$ cat src/rtl/clk_mode_cfg.svh
`ifndef CLK_MODE_CFG_SVH
`define CLK_MODE_CFG_SVH
// Operation
// - Instruction tick is selected oscillator tick divided by four.
// - High oscillator stop bit halts high oscillator, low keeps running.
// - Clock mode bit picks high clock (0) or low clock (1).
// - Mode field: 00 normal, 01 sleep, 10 green, 11 reserved.
// - Watchdog rate bit: 0 prescales by 2^14, 1 by 2^8.
// - Writing 1 to watchdog clear restarts the watchdog; 0 does nothing.
// - Watchdog source bit: 0 instruction tick, 1 low RC tick.
// - Watchdog overflows after 16 prescaled counts; RC source prescales 512.
// - Sleep stops both oscillators and halts execution.
// - Low oscillator stops only in sleep; no separate control.
// - Sleep exits only on pin wake or reset, always to normal.
// - Sleep wake waits oscillator start plus 2048 high clock cycles.
// - Green wakes on pin, reset or enabled timer; resumes prior mode.
// - Port 0 always wakes; port 1 pins wake only when enabled.
// - Watchdog overflow causes system reset and return to normal.

// ===========================================================
// Register indices and byte addresses (byte address = 4 x index)
`define IDX_P1_WAKE 8'hc0
`define IDX_OSC_MODE 8'hca
`define ADR_P1_WAKE 12'h300
`define ADR_OSC_MODE 12'h328
`define RST_P1_WAKE 8'h00
`define RST_OSC_MODE 8'h00

// ===========================================================
// Field positions of the oscillator mode register
`define BIT_HOSC_STOP 1
`define BIT_SLOW_SEL 2
`define BIT_MODE_LO 3
`define BIT_MODE_HI 4
`define BIT_WD_RATE 5
`define BIT_WD_CLR 6
`define BIT_WD_SRC 7

// ===========================================================
// Mode encodings and counts
`define MODE_NORMAL 2'h0
`define MODE_SLEEP 2'h1
`define MODE_GREEN 2'h2
`define CPU_DIV_LAST 2'h3
`define WD_PRE_SLOW 14'h3fff
`define WD_PRE_FAST 14'h00ff
`define WD_PRE_LRC 14'h01ff
`define WD_OVF_LAST 4'hf
`define WARMUP_LAST 11'h7ff
`endif

$ cat src/rtl/clk_mode_pkg.sv
package clk_mode_pkg;

  typedef enum logic [3:0] {
    ST_RUN = 4'b0001,
    ST_GREEN = 4'b0010,
    ST_SLEEP = 4'b0100,
    ST_WARM = 4'b1000
  } pm_state_t;

  typedef struct packed {
    logic wd_src;
    logic wd_clr;
    logic wd_rate;
    logic [1:0] cpu_mode;
    logic slow_sel;
    logic hosc_stop;
    logic zero;
  } osc_mode_t;

  typedef struct packed {
    logic [7:0] port0;
    logic [7:0] port1;
  } wake_pins_t;

  typedef struct packed {
    logic hosc_tick;
    logic hosc_ready;
    logic losc_tick;
    logic lrc_tick;
  } osc_ticks_t;

endpackage : clk_mode_pkg

$ cat src/rtl/clock_and_power_mode_control.sv
`include "clk_mode_cfg.svh"

module clock_and_power_mode_control
  import clk_mode_pkg::*;
(
  // Clock and reset
  input wire logic sys_clk,
  input wire logic rst_n,
  // Wishbone slave
  input wire logic wb_cyc_i,
  input wire logic wb_stb_i,
  input wire logic wb_we_i,
  input wire logic [11:0] wb_adr_i,
  input wire logic [3:0] wb_sel_i,
  input wire logic [31:0] wb_dat_i,
  output logic [31:0] wb_dat_o,
  output logic wb_ack_o,
  // Oscillator ticks and status
  input wire osc_ticks_t osc,
  // Wakeup pins, low level wakes
  input wire wake_pins_t pins,
  // Basic timer
  input wire logic basic_timer_enable,
  input wire logic basic_timer_wake,
  // Watchdog code option
  input wire logic wdog_enable,
  // Clock and mode outputs
  output logic high_osc_enable,
  output logic low_osc_enable,
  output logic cpu_tick,
  output logic cpu_running,
  output pm_state_t power_state,
  output logic system_reset_req
);

  // ===========================================================
  // Watchdog prescale terminal count

  function automatic logic [13:0] wd_pre_last(
    input logic src,
    input logic rate
  );
    if (src)
      wd_pre_last = `WD_PRE_LRC;
    else if (rate)
      wd_pre_last = `WD_PRE_FAST;
    else
      wd_pre_last = `WD_PRE_SLOW;
  endfunction : wd_pre_last

  // ===========================================================
  // State

  osc_mode_t mode_reg;
  logic [7:0] p1_wake;
  pm_state_t state;
  logic [1:0] cpu_div;
  logic [10:0] warm_cnt;
  logic [13:0] wd_pre;
  logic [3:0] wd_cnt;

  osc_mode_t next_mode;
  pm_state_t next_state;

  // ===========================================================
  // Bus decode

  wire logic req;
  wire logic hit_osc;
  wire logic hit_p1;
  wire logic wr_ok;
  wire logic wr_osc;
  wire logic wr_p1;
  wire osc_mode_t wdat;
  wire logic [31:0] rd_mux;

  assign req = wb_cyc_i & wb_stb_i;
  assign hit_osc = wb_adr_i == `ADR_OSC_MODE;
  assign hit_p1 = wb_adr_i == `ADR_P1_WAKE;
  // Write lands on the edge where the master sees ack
  assign wr_ok = req & wb_ack_o & wb_we_i & wb_sel_i[0];
  assign wr_osc = wr_ok & hit_osc;
  assign wr_p1 = wr_ok & hit_p1;
  assign wdat = osc_mode_t'(wb_dat_i[7:0]);
  // Port 1 wake register is write only and reads zero
  assign rd_mux = hit_osc ? {24'h000000, mode_reg} : 32'h00000000;

  // ===========================================================
  // State and mode decode

  wire logic in_green;
  wire logic in_sleep;
  wire logic in_warm;
  wire logic want_sleep;
  wire logic want_green;

  assign in_green = state == ST_GREEN;
  assign in_sleep = state == ST_SLEEP;
  assign in_warm = state == ST_WARM;
  // Code 11 is reserved and matches neither, so the block stays put
  assign want_sleep = mode_reg.cpu_mode == `MODE_SLEEP;
  assign want_green = mode_reg.cpu_mode == `MODE_GREEN;

  // ===========================================================
  // Wakeup sources

  wire logic pin_wake;
  wire logic timer_wake;
  wire logic green_wake;

  assign pin_wake = (|(~pins.port0)) | (|(~pins.port1 & p1_wake));
  assign timer_wake = basic_timer_enable & basic_timer_wake;
  assign green_wake = pin_wake | timer_wake;

  // ===========================================================
  // Clock selection and division

  wire logic hosc_live;
  wire logic losc_live;
  wire logic sel_tick;
  wire logic in_run;
  wire logic next_cpu_tick;

  assign hosc_live = osc.hosc_tick & high_osc_enable;
  assign losc_live = osc.losc_tick & low_osc_enable;
  assign sel_tick = mode_reg.slow_sel ? losc_live : hosc_live;
  assign in_run = state == ST_RUN;
  // Execution halts outside run, so no ticks there
  assign next_cpu_tick = in_run & sel_tick & (cpu_div == `CPU_DIV_LAST);

  // ===========================================================
  // Watchdog

  wire logic wd_clear;
  wire logic wd_tick;
  wire logic wd_pre_wrap;
  wire logic wd_ovf;

  assign wd_clear = wr_osc & wdat.wd_clr;
  assign wd_tick = wdog_enable &
                   (mode_reg.wd_src ? osc.lrc_tick : cpu_tick);
  assign wd_pre_wrap = wd_tick &
    (wd_pre == wd_pre_last(mode_reg.wd_src, mode_reg.wd_rate));
  assign wd_ovf = wd_pre_wrap & (wd_cnt == `WD_OVF_LAST) & ~wd_clear;

  // ===========================================================
  // Sleep warm-up

  wire logic warm_tick;
  wire logic warm_done;

  // Counting waits for the oscillator to report a stable start
  assign warm_tick = osc.hosc_ready & osc.hosc_tick;
  assign warm_done = warm_tick & (warm_cnt == `WARMUP_LAST);

  // ===========================================================
  // Mode sequencing

  wire logic leave_green;
  wire logic leave_sleep;
  wire logic leave;

  assign leave_green = in_green & green_wake;
  // Only pins end sleep; the timer has no say there
  assign leave_sleep = in_sleep & pin_wake;
  assign leave = leave_green | leave_sleep;

  always_comb
  begin
    next_state = state;
    case (state)
      ST_RUN:
      begin
        if (want_sleep)
          next_state = ST_SLEEP;
        else if (want_green)
          next_state = ST_GREEN;
      end
      ST_GREEN:
      begin
        // Clock select is untouched, so the prior mode resumes
        if (green_wake)
          next_state = ST_RUN;
      end
      ST_SLEEP:
      begin
        // Timer is ignored here: only pins or reset end sleep
        if (pin_wake)
          next_state = ST_WARM;
      end
      ST_WARM:
      begin
        if (warm_done)
          next_state = ST_RUN;
      end
      default:
        next_state = ST_RUN;
    endcase
    if (wd_ovf)
      next_state = ST_RUN;
  end

  always_comb
  begin
    next_mode = mode_reg;
    if (wr_osc)
    begin
      next_mode = wdat;
      next_mode.wd_clr = 1'b0;
      next_mode.zero = 1'b0;
    end
    // Hardware clear wins; software is halted while asleep
    if (leave)
      next_mode.cpu_mode = `MODE_NORMAL;
    // Sleep exit lands in normal mode on a running high clock, even
    // when the block went to sleep from slow mode
    if (leave_sleep)
    begin
      next_mode.slow_sel = 1'b0;
      next_mode.hosc_stop = 1'b0;
    end
    if (wd_ovf)
      next_mode = osc_mode_t'(`RST_OSC_MODE);
  end

  // ===========================================================
  // Oscillator enables follow the next state

  wire logic next_hosc_en;
  wire logic next_losc_en;

  assign next_hosc_en = (next_state == ST_SLEEP) ? 1'b0 :
                        (next_state == ST_WARM) ? 1'b1 :
                        ~next_mode.hosc_stop;
  assign next_losc_en = next_state != ST_SLEEP;

  // ===========================================================
  // Next values of the bus and wake registers

  wire logic take;
  wire logic [31:0] next_dat;
  wire logic [7:0] next_p1_wake;

  // A request is taken once; ack falls the cycle after even if held
  assign take = req & ~wb_ack_o;
  assign next_dat = take ? rd_mux : 32'h00000000;
  // Watchdog overflow restores the enables like any other reset
  assign next_p1_wake = wd_ovf ? `RST_P1_WAKE :
                        wr_p1 ? wb_dat_i[7:0] : p1_wake;

  // ===========================================================
  // Registers

  always_ff @(posedge sys_clk)
  begin
    if (!rst_n)
    begin
      wb_ack_o <= 1'b0;
      wb_dat_o <= 32'h00000000;
    end
    else
    begin
      wb_ack_o <= take;
      wb_dat_o <= next_dat;
    end
  end

  always_ff @(posedge sys_clk)
  begin
    if (!rst_n)
    begin
      mode_reg <= osc_mode_t'(`RST_OSC_MODE);
      p1_wake <= `RST_P1_WAKE;
      state <= ST_RUN;
    end
    else
    begin
      mode_reg <= next_mode;
      p1_wake <= next_p1_wake;
      state <= next_state;
    end
  end

  always_ff @(posedge sys_clk)
  begin
    if (!rst_n)
      cpu_div <= 2'h0;
    else if (!in_run)
      cpu_div <= 2'h0;
    else if (sel_tick)
      cpu_div <= cpu_div + 2'h1;
  end

  always_ff @(posedge sys_clk)
  begin
    if (!rst_n)
      warm_cnt <= 11'h000;
    else if (!in_warm)
      warm_cnt <= 11'h000;
    else if (warm_tick)
      warm_cnt <= warm_cnt + 11'h001;
  end

  always_ff @(posedge sys_clk)
  begin
    if (!rst_n)
    begin
      wd_pre <= 14'h0000;
      wd_cnt <= 4'h0;
    end
    else if (wd_clear | wd_ovf | ~wdog_enable)
    begin
      wd_pre <= 14'h0000;
      wd_cnt <= 4'h0;
    end
    else if (wd_pre_wrap)
    begin
      wd_pre <= 14'h0000;
      wd_cnt <= wd_cnt + 4'h1;
    end
    else if (wd_tick)
      wd_pre <= wd_pre + 14'h0001;
  end

  always_ff @(posedge sys_clk)
  begin
    if (!rst_n)
    begin
      high_osc_enable <= 1'b1;
      low_osc_enable <= 1'b1;
      cpu_tick <= 1'b0;
      cpu_running <= 1'b1;
      power_state <= ST_RUN;
      system_reset_req <= 1'b0;
    end
    else
    begin
      high_osc_enable <= next_hosc_en;
      low_osc_enable <= next_losc_en;
      cpu_tick <= next_cpu_tick;
      cpu_running <= next_state == ST_RUN;
      power_state <= next_state;
      system_reset_req <= wd_ovf;
    end
  end

endmodule : clock_and_power_mode_control

$ cat config.mk
export PLATFORM = sky130hd
export DESIGN_NAME = clock_and_power_mode_control
export DESIGN_NICKNAME = d
export VERILOG_FILES = /design/src/rtl/clk_mode_pkg.sv /design/src/rtl/clock_and_power_mode_control.sv
export VERILOG_INCLUDE_DIRS = /design/src /design/src/rtl
export SDC_FILE = /design/constraint.sdc
export NUM_CORES = 1
export LEC_CHECK = 0
export BUFFER_PORTS_ARGS = -buffer_cell sky130_fd_sc_hd__buf_2
export CAP_MARGIN = 15
export CORE_MARGIN = 1
export CORE_UTILIZATION = 45
export CTS_CLUSTER_SIZE = 40
export DETAILED_ROUTE_END_ITERATION = 7
export GPL_ROUTABILITY_DRIVEN = 0
export GPL_TIMING_DRIVEN = 0
export PLACE_DENSITY = 0.71
export SYNTH_ARGS = -nofsm -noshare
export SYNTH_HDL_FRONTEND = slang
export SYNTH_SLANG_ARGS = --single-unit
$ cat constraint.sdc
create_clock -name sys_clk -period 5.3 [get_ports sys_clk]
set_clock_uncertainty 0.1 [all_clocks]
set_input_delay 0 -clock sys_clk [delete_from_list [all_inputs] [get_ports sys_clk]]
set_output_delay 0 -clock sys_clk [all_outputs]
set_load 0.05 [all_outputs]
==> results of run 1 <==
==> synthesized netlist by cell type (3+ instances only) <==
library cell | instances | area [sq um]
nand4_1 | 8 | 50.1
a21oi_1 | 18 | 90.1
mux2i_1 | 5 | 50.1
xnor2_1 | 15 | 131
nand3_1 | 16 | 80.1
and2_1 | 8 | 50.1
nor3_1 | 8 | 40.0
nand2b_1 | 4 | 25.0
o21ai_0 | 11 | 55.1
nor2b_1 | 9 | 56.3
and3_1 | 6 | 37.5
nand2_1 | 37 | 139
buf_4 | 26 | 195
ha_1 | 4 | 50.1
nor4_1 | 3 | 18.8
nor2_1 | 43 | 161
dfxtp_1 | 61 | 1220
inv_1 | 8 | 30.0
or3_1 | 6 | 37.5
xor2_1 | 10 | 87.6
==> what timing repair did <==
action | CTS | global route
resized for setup | 0 | 0
buffers inserted | 0 | 0
hold buffers | 25 | 0
endpoints found under the hold margin | 28 | 0
==> power by group through the flow <==
stage	registers (mW)	clock network [mW]	logic [mW]
after global routing	0.461	0.435	0.113
final	0.461	0.407	0.106
after global placement	0.472	0	0.0945
after floorplan	0.473	0	0.0692
after CTS	0.461	0.411	0.104
after detailed placement	0.472	0	0.0951
==> routing by layer <==
layer | global-route usage (%) | routed length [um]
met1 | 26.1 | 2910
met4 | 8.07 | 63
met5 | 0 | 0
met2 | 33.8 | 3050
met3 | 7.14 | 360
==> metrics by stage <==
stage	utilization (%)	hold slack, ps	instance area (sq um)	setup slack, ps	cells
after floorplan	-	37.9	2980	3100	366
after global placement	56.0	153	3400	2980	505
after detailed placement	56.0	155	3400	2970	505
after CTS	63.3	33.7	3840	2800	546
after global routing	63.3	38.9	3840	2570	546
final	63.3	39.1	3840	2780	546
==> final cells by class <==
class                           instances  share of cell area (%)
Buffer                                 31                    6.00
Timing Repair Buffer                   89                    14.9
Inverter                                8                   0.782
Tap cell                               75                    2.44
Multi-Input combinational cell        266                    39.1
Sequential cell                        61                    31.8
Clock buffer                           11                    3.68
Clock inverter                          5                    1.30
==> cells by family (layout without fill, tap and decap cells) <==
| family | Yosys count | count (layout) | synth area share [%] |
|---|---|---|---|
| and+or+nand+nor | 163 | 163 | 28.4 |
| muxes | 6 | 6 | 2.12 |
| buffers and inverters | 39 | 144 | 9.01 |
| xor gates and xnor gates | 25 | 25 | 7.58 |
| AOI/OAI and AO/OA | 42 | 42 | 8.79 |
| adders and majority gates | 4 | 4 | 1.73 |
| other | 1 | 26 | 0.130 |
| DFF | 61 | 61 | 42.3 |
==> worst paths after layout <==
path	slack [ps]	to	from	cells past startpoint
setup / recovery	2780	wb_dat_o[3]$_SDFF_PN0_	wb_adr_i[10]	8
hold / removal	40	power_state[1]$_SDFF_PN0_	basic_timer_wake	4
setup reg to reg	2820	cpu_running$_SDFF_PN1_	p1_wake[3]$_SDFFE_PP0P_	5
hold reg to reg	350	p1_wake[0]$_SDFFE_PP0P_	p1_wake[0]$_SDFFE_PP0P_	2
==> worst max-delay path: cells and delay by family <==
kind | cells | cell delay (ps)
buf+inv | 5 | 2360
simple gates | 3 | 340
==> results_dict.tcl, run 1 <==
set metrics [dict create \
    p_switching_mw 0.246 \
    period_share_pct 47.5 \
    netlist_instances 341 \
    largest_reg_flops 14 \
    fmax_ghz 0.397 \
    switching_share_pct 25.2 \
    yosysSeqAreaShare_pct 42.3 \
    crit_required_ps 5480 \
    power.clock.fraction_pct 41.8 \
    boundaryPins 118 \
    cts-buffers-inserted 9 \
    p_leak_nw 1.59 \
    combPwrFrac_pct 10.9 \
    regMostFlops "wd_pre" \
    vias_per_cell 4.87 \
    synth-main-ff-cell "dfxtp_1" \
    core_area_sq_um 6060 \
    crit_chain "dlygate4sd3_1, buf_2, nor2_1, dlygate4sd3_1, nand4_1, dlygate4sd3_1, nor3_1, dlygate4sd3_1" \
    grt_setup_unrepaired "no" \
    die_x_um 82.1 \
    layout_min_cycle_time_ps 2520 \
    maxCapViolations 0 \
    hp-class "input port to flip-flop" \
    antenna_found_initial 0 \
    drive_gt1_share_pct 24.2 \
    relSlewSlack_pct 41.1 \
    most-common-layout-cells "65 x buf_2, 61 x dfxtp_1, 43 x nor2_1" \
    power_frac_seq_pct 47.4 \
    p_total_mw 0.974 \
    yosysUniqueCellTypes 46 \
    max_stage_delay_ps 590 \
    clockBufferDepth 2 \
    grt_max_degree 11 \
    power.density_nw_per_um2 254 \
    regArea_sq_um 1220 \
    rows 28 \
    wl_um 6380 \
    cts.sinks 61 \
    insertion_delay_ps 330 \
    synthArstFlopShare_pct 0 \
    crit_path_end_kind "flip-flop" \
    synth.ff_latch_count 61 \
    dr.pass1.iters 4 \
    first_iter_violations 131 \
    overflow 0 \
    worst_ep_arrival_time_ps 2700 \
    areaGrowthSynthToFinish_pct 32.9 \
    irDropWorstVdd_v 0.000192 \
    layout_commonest_cell "buf_2" \
    final-max-slew-violation-count 0 \
    drtAntennaViolNets 0 \
    crit_type "input port to flip-flop" \
    syn_area_sq_um 2890 \
    hold_viol_final 0 \
    cts_tree "done" \
    setup_tns_ps 0 \
    grt_pass1_vias 2388 \
    synth_edf_count 0 \
    n_fill_cell 530 \
    biggestRegsByFlops "wd_pre x14, warm_cnt x11, p1_wake x8" \
    cp_slowest_cell "dlygate4sd3_1" \
    wl_per_cell_um 11.7 \
    fin_nets 546 \
    avgSynthCellArea_sq_um 8.47 \
    multi_input_area_sq_um 1500 \
    drc 0 \
    cts_root_buf "clkbuf_8" \
    antenna_cells 0 \
    crit_path_start_kind "input port" \
    cp_max_fo 2 \
    crit_path_frequent_cell "dlygate4sd3_1" \
    grtUsageTotal_pct 21.1 \
    clk_pin_slew_worst_paths_ps 70 \
    initial_core_util_pct 47.7 \
    finalSetupViolations 0 \
    vias 2660 \
    port_buffers 64 \
    synth-warning-count 0 \
    place_hpwl_um 4540 \
    status "complete, no violations" \
    dieArea_sq_um 6740 \
    intPower_mw 0.728 \
    tightest_slew_ps 861 \
    grt_first_pass_wirelength_um 10600 \
    die_h_um 82.1 \
    htree_levels 3 \
]
No activity file was read; power rests on OpenSTA's default activity.
==> inputs of run 2 (changes only) <==
clock period = 2.6 ns   (was 5.3 ns; I/O delays follow)
==> run 2 against run 1 <==
  * Power is 100% higher
  * Final area grew 1.2%
  * Worst setup slack worse by 2700 ps
  * Combinational power rose by 100%
  * Register-to-register slack got worse by 2600 ps
  * Critical path type unchanged
  * Routed wire length grew 1.6%
==> results_dict.tcl, run 2 (synthesis gave the netlist of run 1 again) <==
set metrics [dict create \
    status "complete, no violations" \
    dr.pass1.iters 4 \
    grt_pass1_vias 2447 \
    crit_path_end_kind "flip-flop" \
    insertion_delay_ps 330 \
    intPower_mw 1.48 \
    cts_root_buf "clkbuf_8" \
    die_x_um 82.1 \
    p_switching_mw 0.500 \
    cts_tree "done" \
    drc 0 \
    rows 28 \
    crit_type "input port to flip-flop" \
    finish.utilization_pct 64.1 \
    first_iter_violations 105 \
    pre_cts_slack_ps 268 \
    layout_commonest_cell "buf_2" \
    die_h_um 82.1 \
    power_frac_seq_pct 47.4 \
    antenna_cells 0 \
    setup_tns_ps 0 \
    clockBufferDepth 2 \
    largest_reg_flops 14 \
    vias 2674 \
    grt_max_degree 11 \
    setup_slack_ps 82.2 \
    maxCapViolations 0 \
    layout_min_cycle_time_ps 2520 \
    core_area_sq_um 6060 \
    timing.hold.ws_ps 39.9 \
    clk_pin_slew_worst_paths_ps 70 \
    crit_required_ps 2780 \
    drive_gt1_share_pct 24.2 \
    period_share_pct 96.8 \
    irDropWorstVdd_v 0.000392 \
    tightest_slew_ps 630 \
    regMostFlops "wd_pre" \
    wl_per_cell_um 11.8 \
    port_buffers 64 \
    postCtsSetupRepairBufs 0 \
    most-common-layout-cells "65 x buf_2, 61 x dfxtp_1, 43 x nor2_1" \
    finalSetupViolations 0 \
    fmax_ghz 0.397 \
    cp_max_fo 2 \
    drtAntennaViolNets 0 \
    overflow 0 \
    place_hpwl_um 4540 \
    crit_path_start_kind "input port" \
    switching_share_pct 25.2 \
    relSlewSlack_pct 57.9 \
    hold_viol_final 0 \
    areaGrowthSynthToFinish_pct 34.5 \
    p_total_mw 1.98 \
    vias_per_cell 4.86 \
    antenna_found_initial 0 \
    cts-buffers-inserted 9 \
    initial_core_util_pct 47.7 \
    p_leak_nw 1.59 \
    htree_levels 3 \
    grt_first_pass_wirelength_um 10700 \
    fin_nets 550 \
    power.clock.fraction_pct 41.7 \
    hp-class "input port to flip-flop" \
    worst_ep_arrival_time_ps 2700 \
    grt_setup_unrepaired "no" \
    wl_um 6480 \
    power.density_nw_per_um2 511 \
    boundaryPins 118 \
    grtUsageTotal_pct 21.3 \
    dieArea_sq_um 6740 \
    biggestRegsByFlops "wd_pre x14, warm_cnt x11, p1_wake x8" \
    n_fill_cell 520 \
    final-max-slew-violation-count 0 \
    cts.sinks 61 \
    combPwrFrac_pct 10.9 \
]
-- run 2: final timing paths --
kind,startpoint,end,slack [ps],depth (start not counted)
worst max-delay path,wb_adr_i[10],wb_dat_o[3]$_SDFF_PN0_,80,8
worst min-delay path,basic_timer_wake,power_state[1]$_SDFF_PN0_,40,4
worst max register to register,wb_ack_o$_SDFF_PN0_,p1_wake[0]$_SDFFE_PP0P_,230,6
worst min register to register,p1_wake[5]$_SDFFE_PP0P_,p1_wake[5]$_SDFFE_PP0P_,350,2
-- run 2: per-layer routing --
layer  share of wire, %  track usage (%)
met5                  0                0
met4                1.7             9.65
met3                5.5             6.70
met2                 48             34.3
met1                 45             25.9
-- run 2: final cells by class --
cell class / count / area [sq um] / area share [%]
Buffer: 31 / 230 / 5.93
Clock buffer: 11 / 141 / 3.64
Tap cell: 75 / 93.8 / 2.42
Clock inverter: 5 / 50.0 / 1.29
Timing Repair Buffer: 93 / 611 / 15.7
Multi-Input combinational cell: 266 / 1510 / 38.8
Inverter: 8 / 30.0 / 0.773
Sequential cell: 61 / 1220 / 31.4
-- run 2: stage by stage --
step | std cells | instance area [sq um]
after detailed placement | 505 | 3400
after global placement | 505 | 3400
after global routing | 550 | 3880
after CTS | 550 | 3880
after floorplan | 366 | 2980
final | 550 | 3880
-- run 2: power by group through the flow --
stage                     Combinational (mW)  Sequential, mW  Clock [mW]
after floorplan                        0.141           0.964           0
after global placement                 0.193           0.961           0
after detailed placement               0.194           0.961           0
after CTS                              0.214           0.940       0.837
after global routing                   0.232           0.940       0.885
final                                  0.217           0.941       0.827
-- run 2: what timing repair did --
item	CTS	global route
hold buffers	29	0
resized for setup	0	2
endpoints found under the setup margin	0	10
hold endpoints to repair	28	0
-- run 2: critical path, cell delays in order --
cell and delay, ps:
buf_2 100, dlygate4sd3_1 550, nor2_1 100, dlygate4sd3_1 550, nand4_1 90, dlygate4sd3_1 590, nor3_1 160, dlygate4sd3_1 560
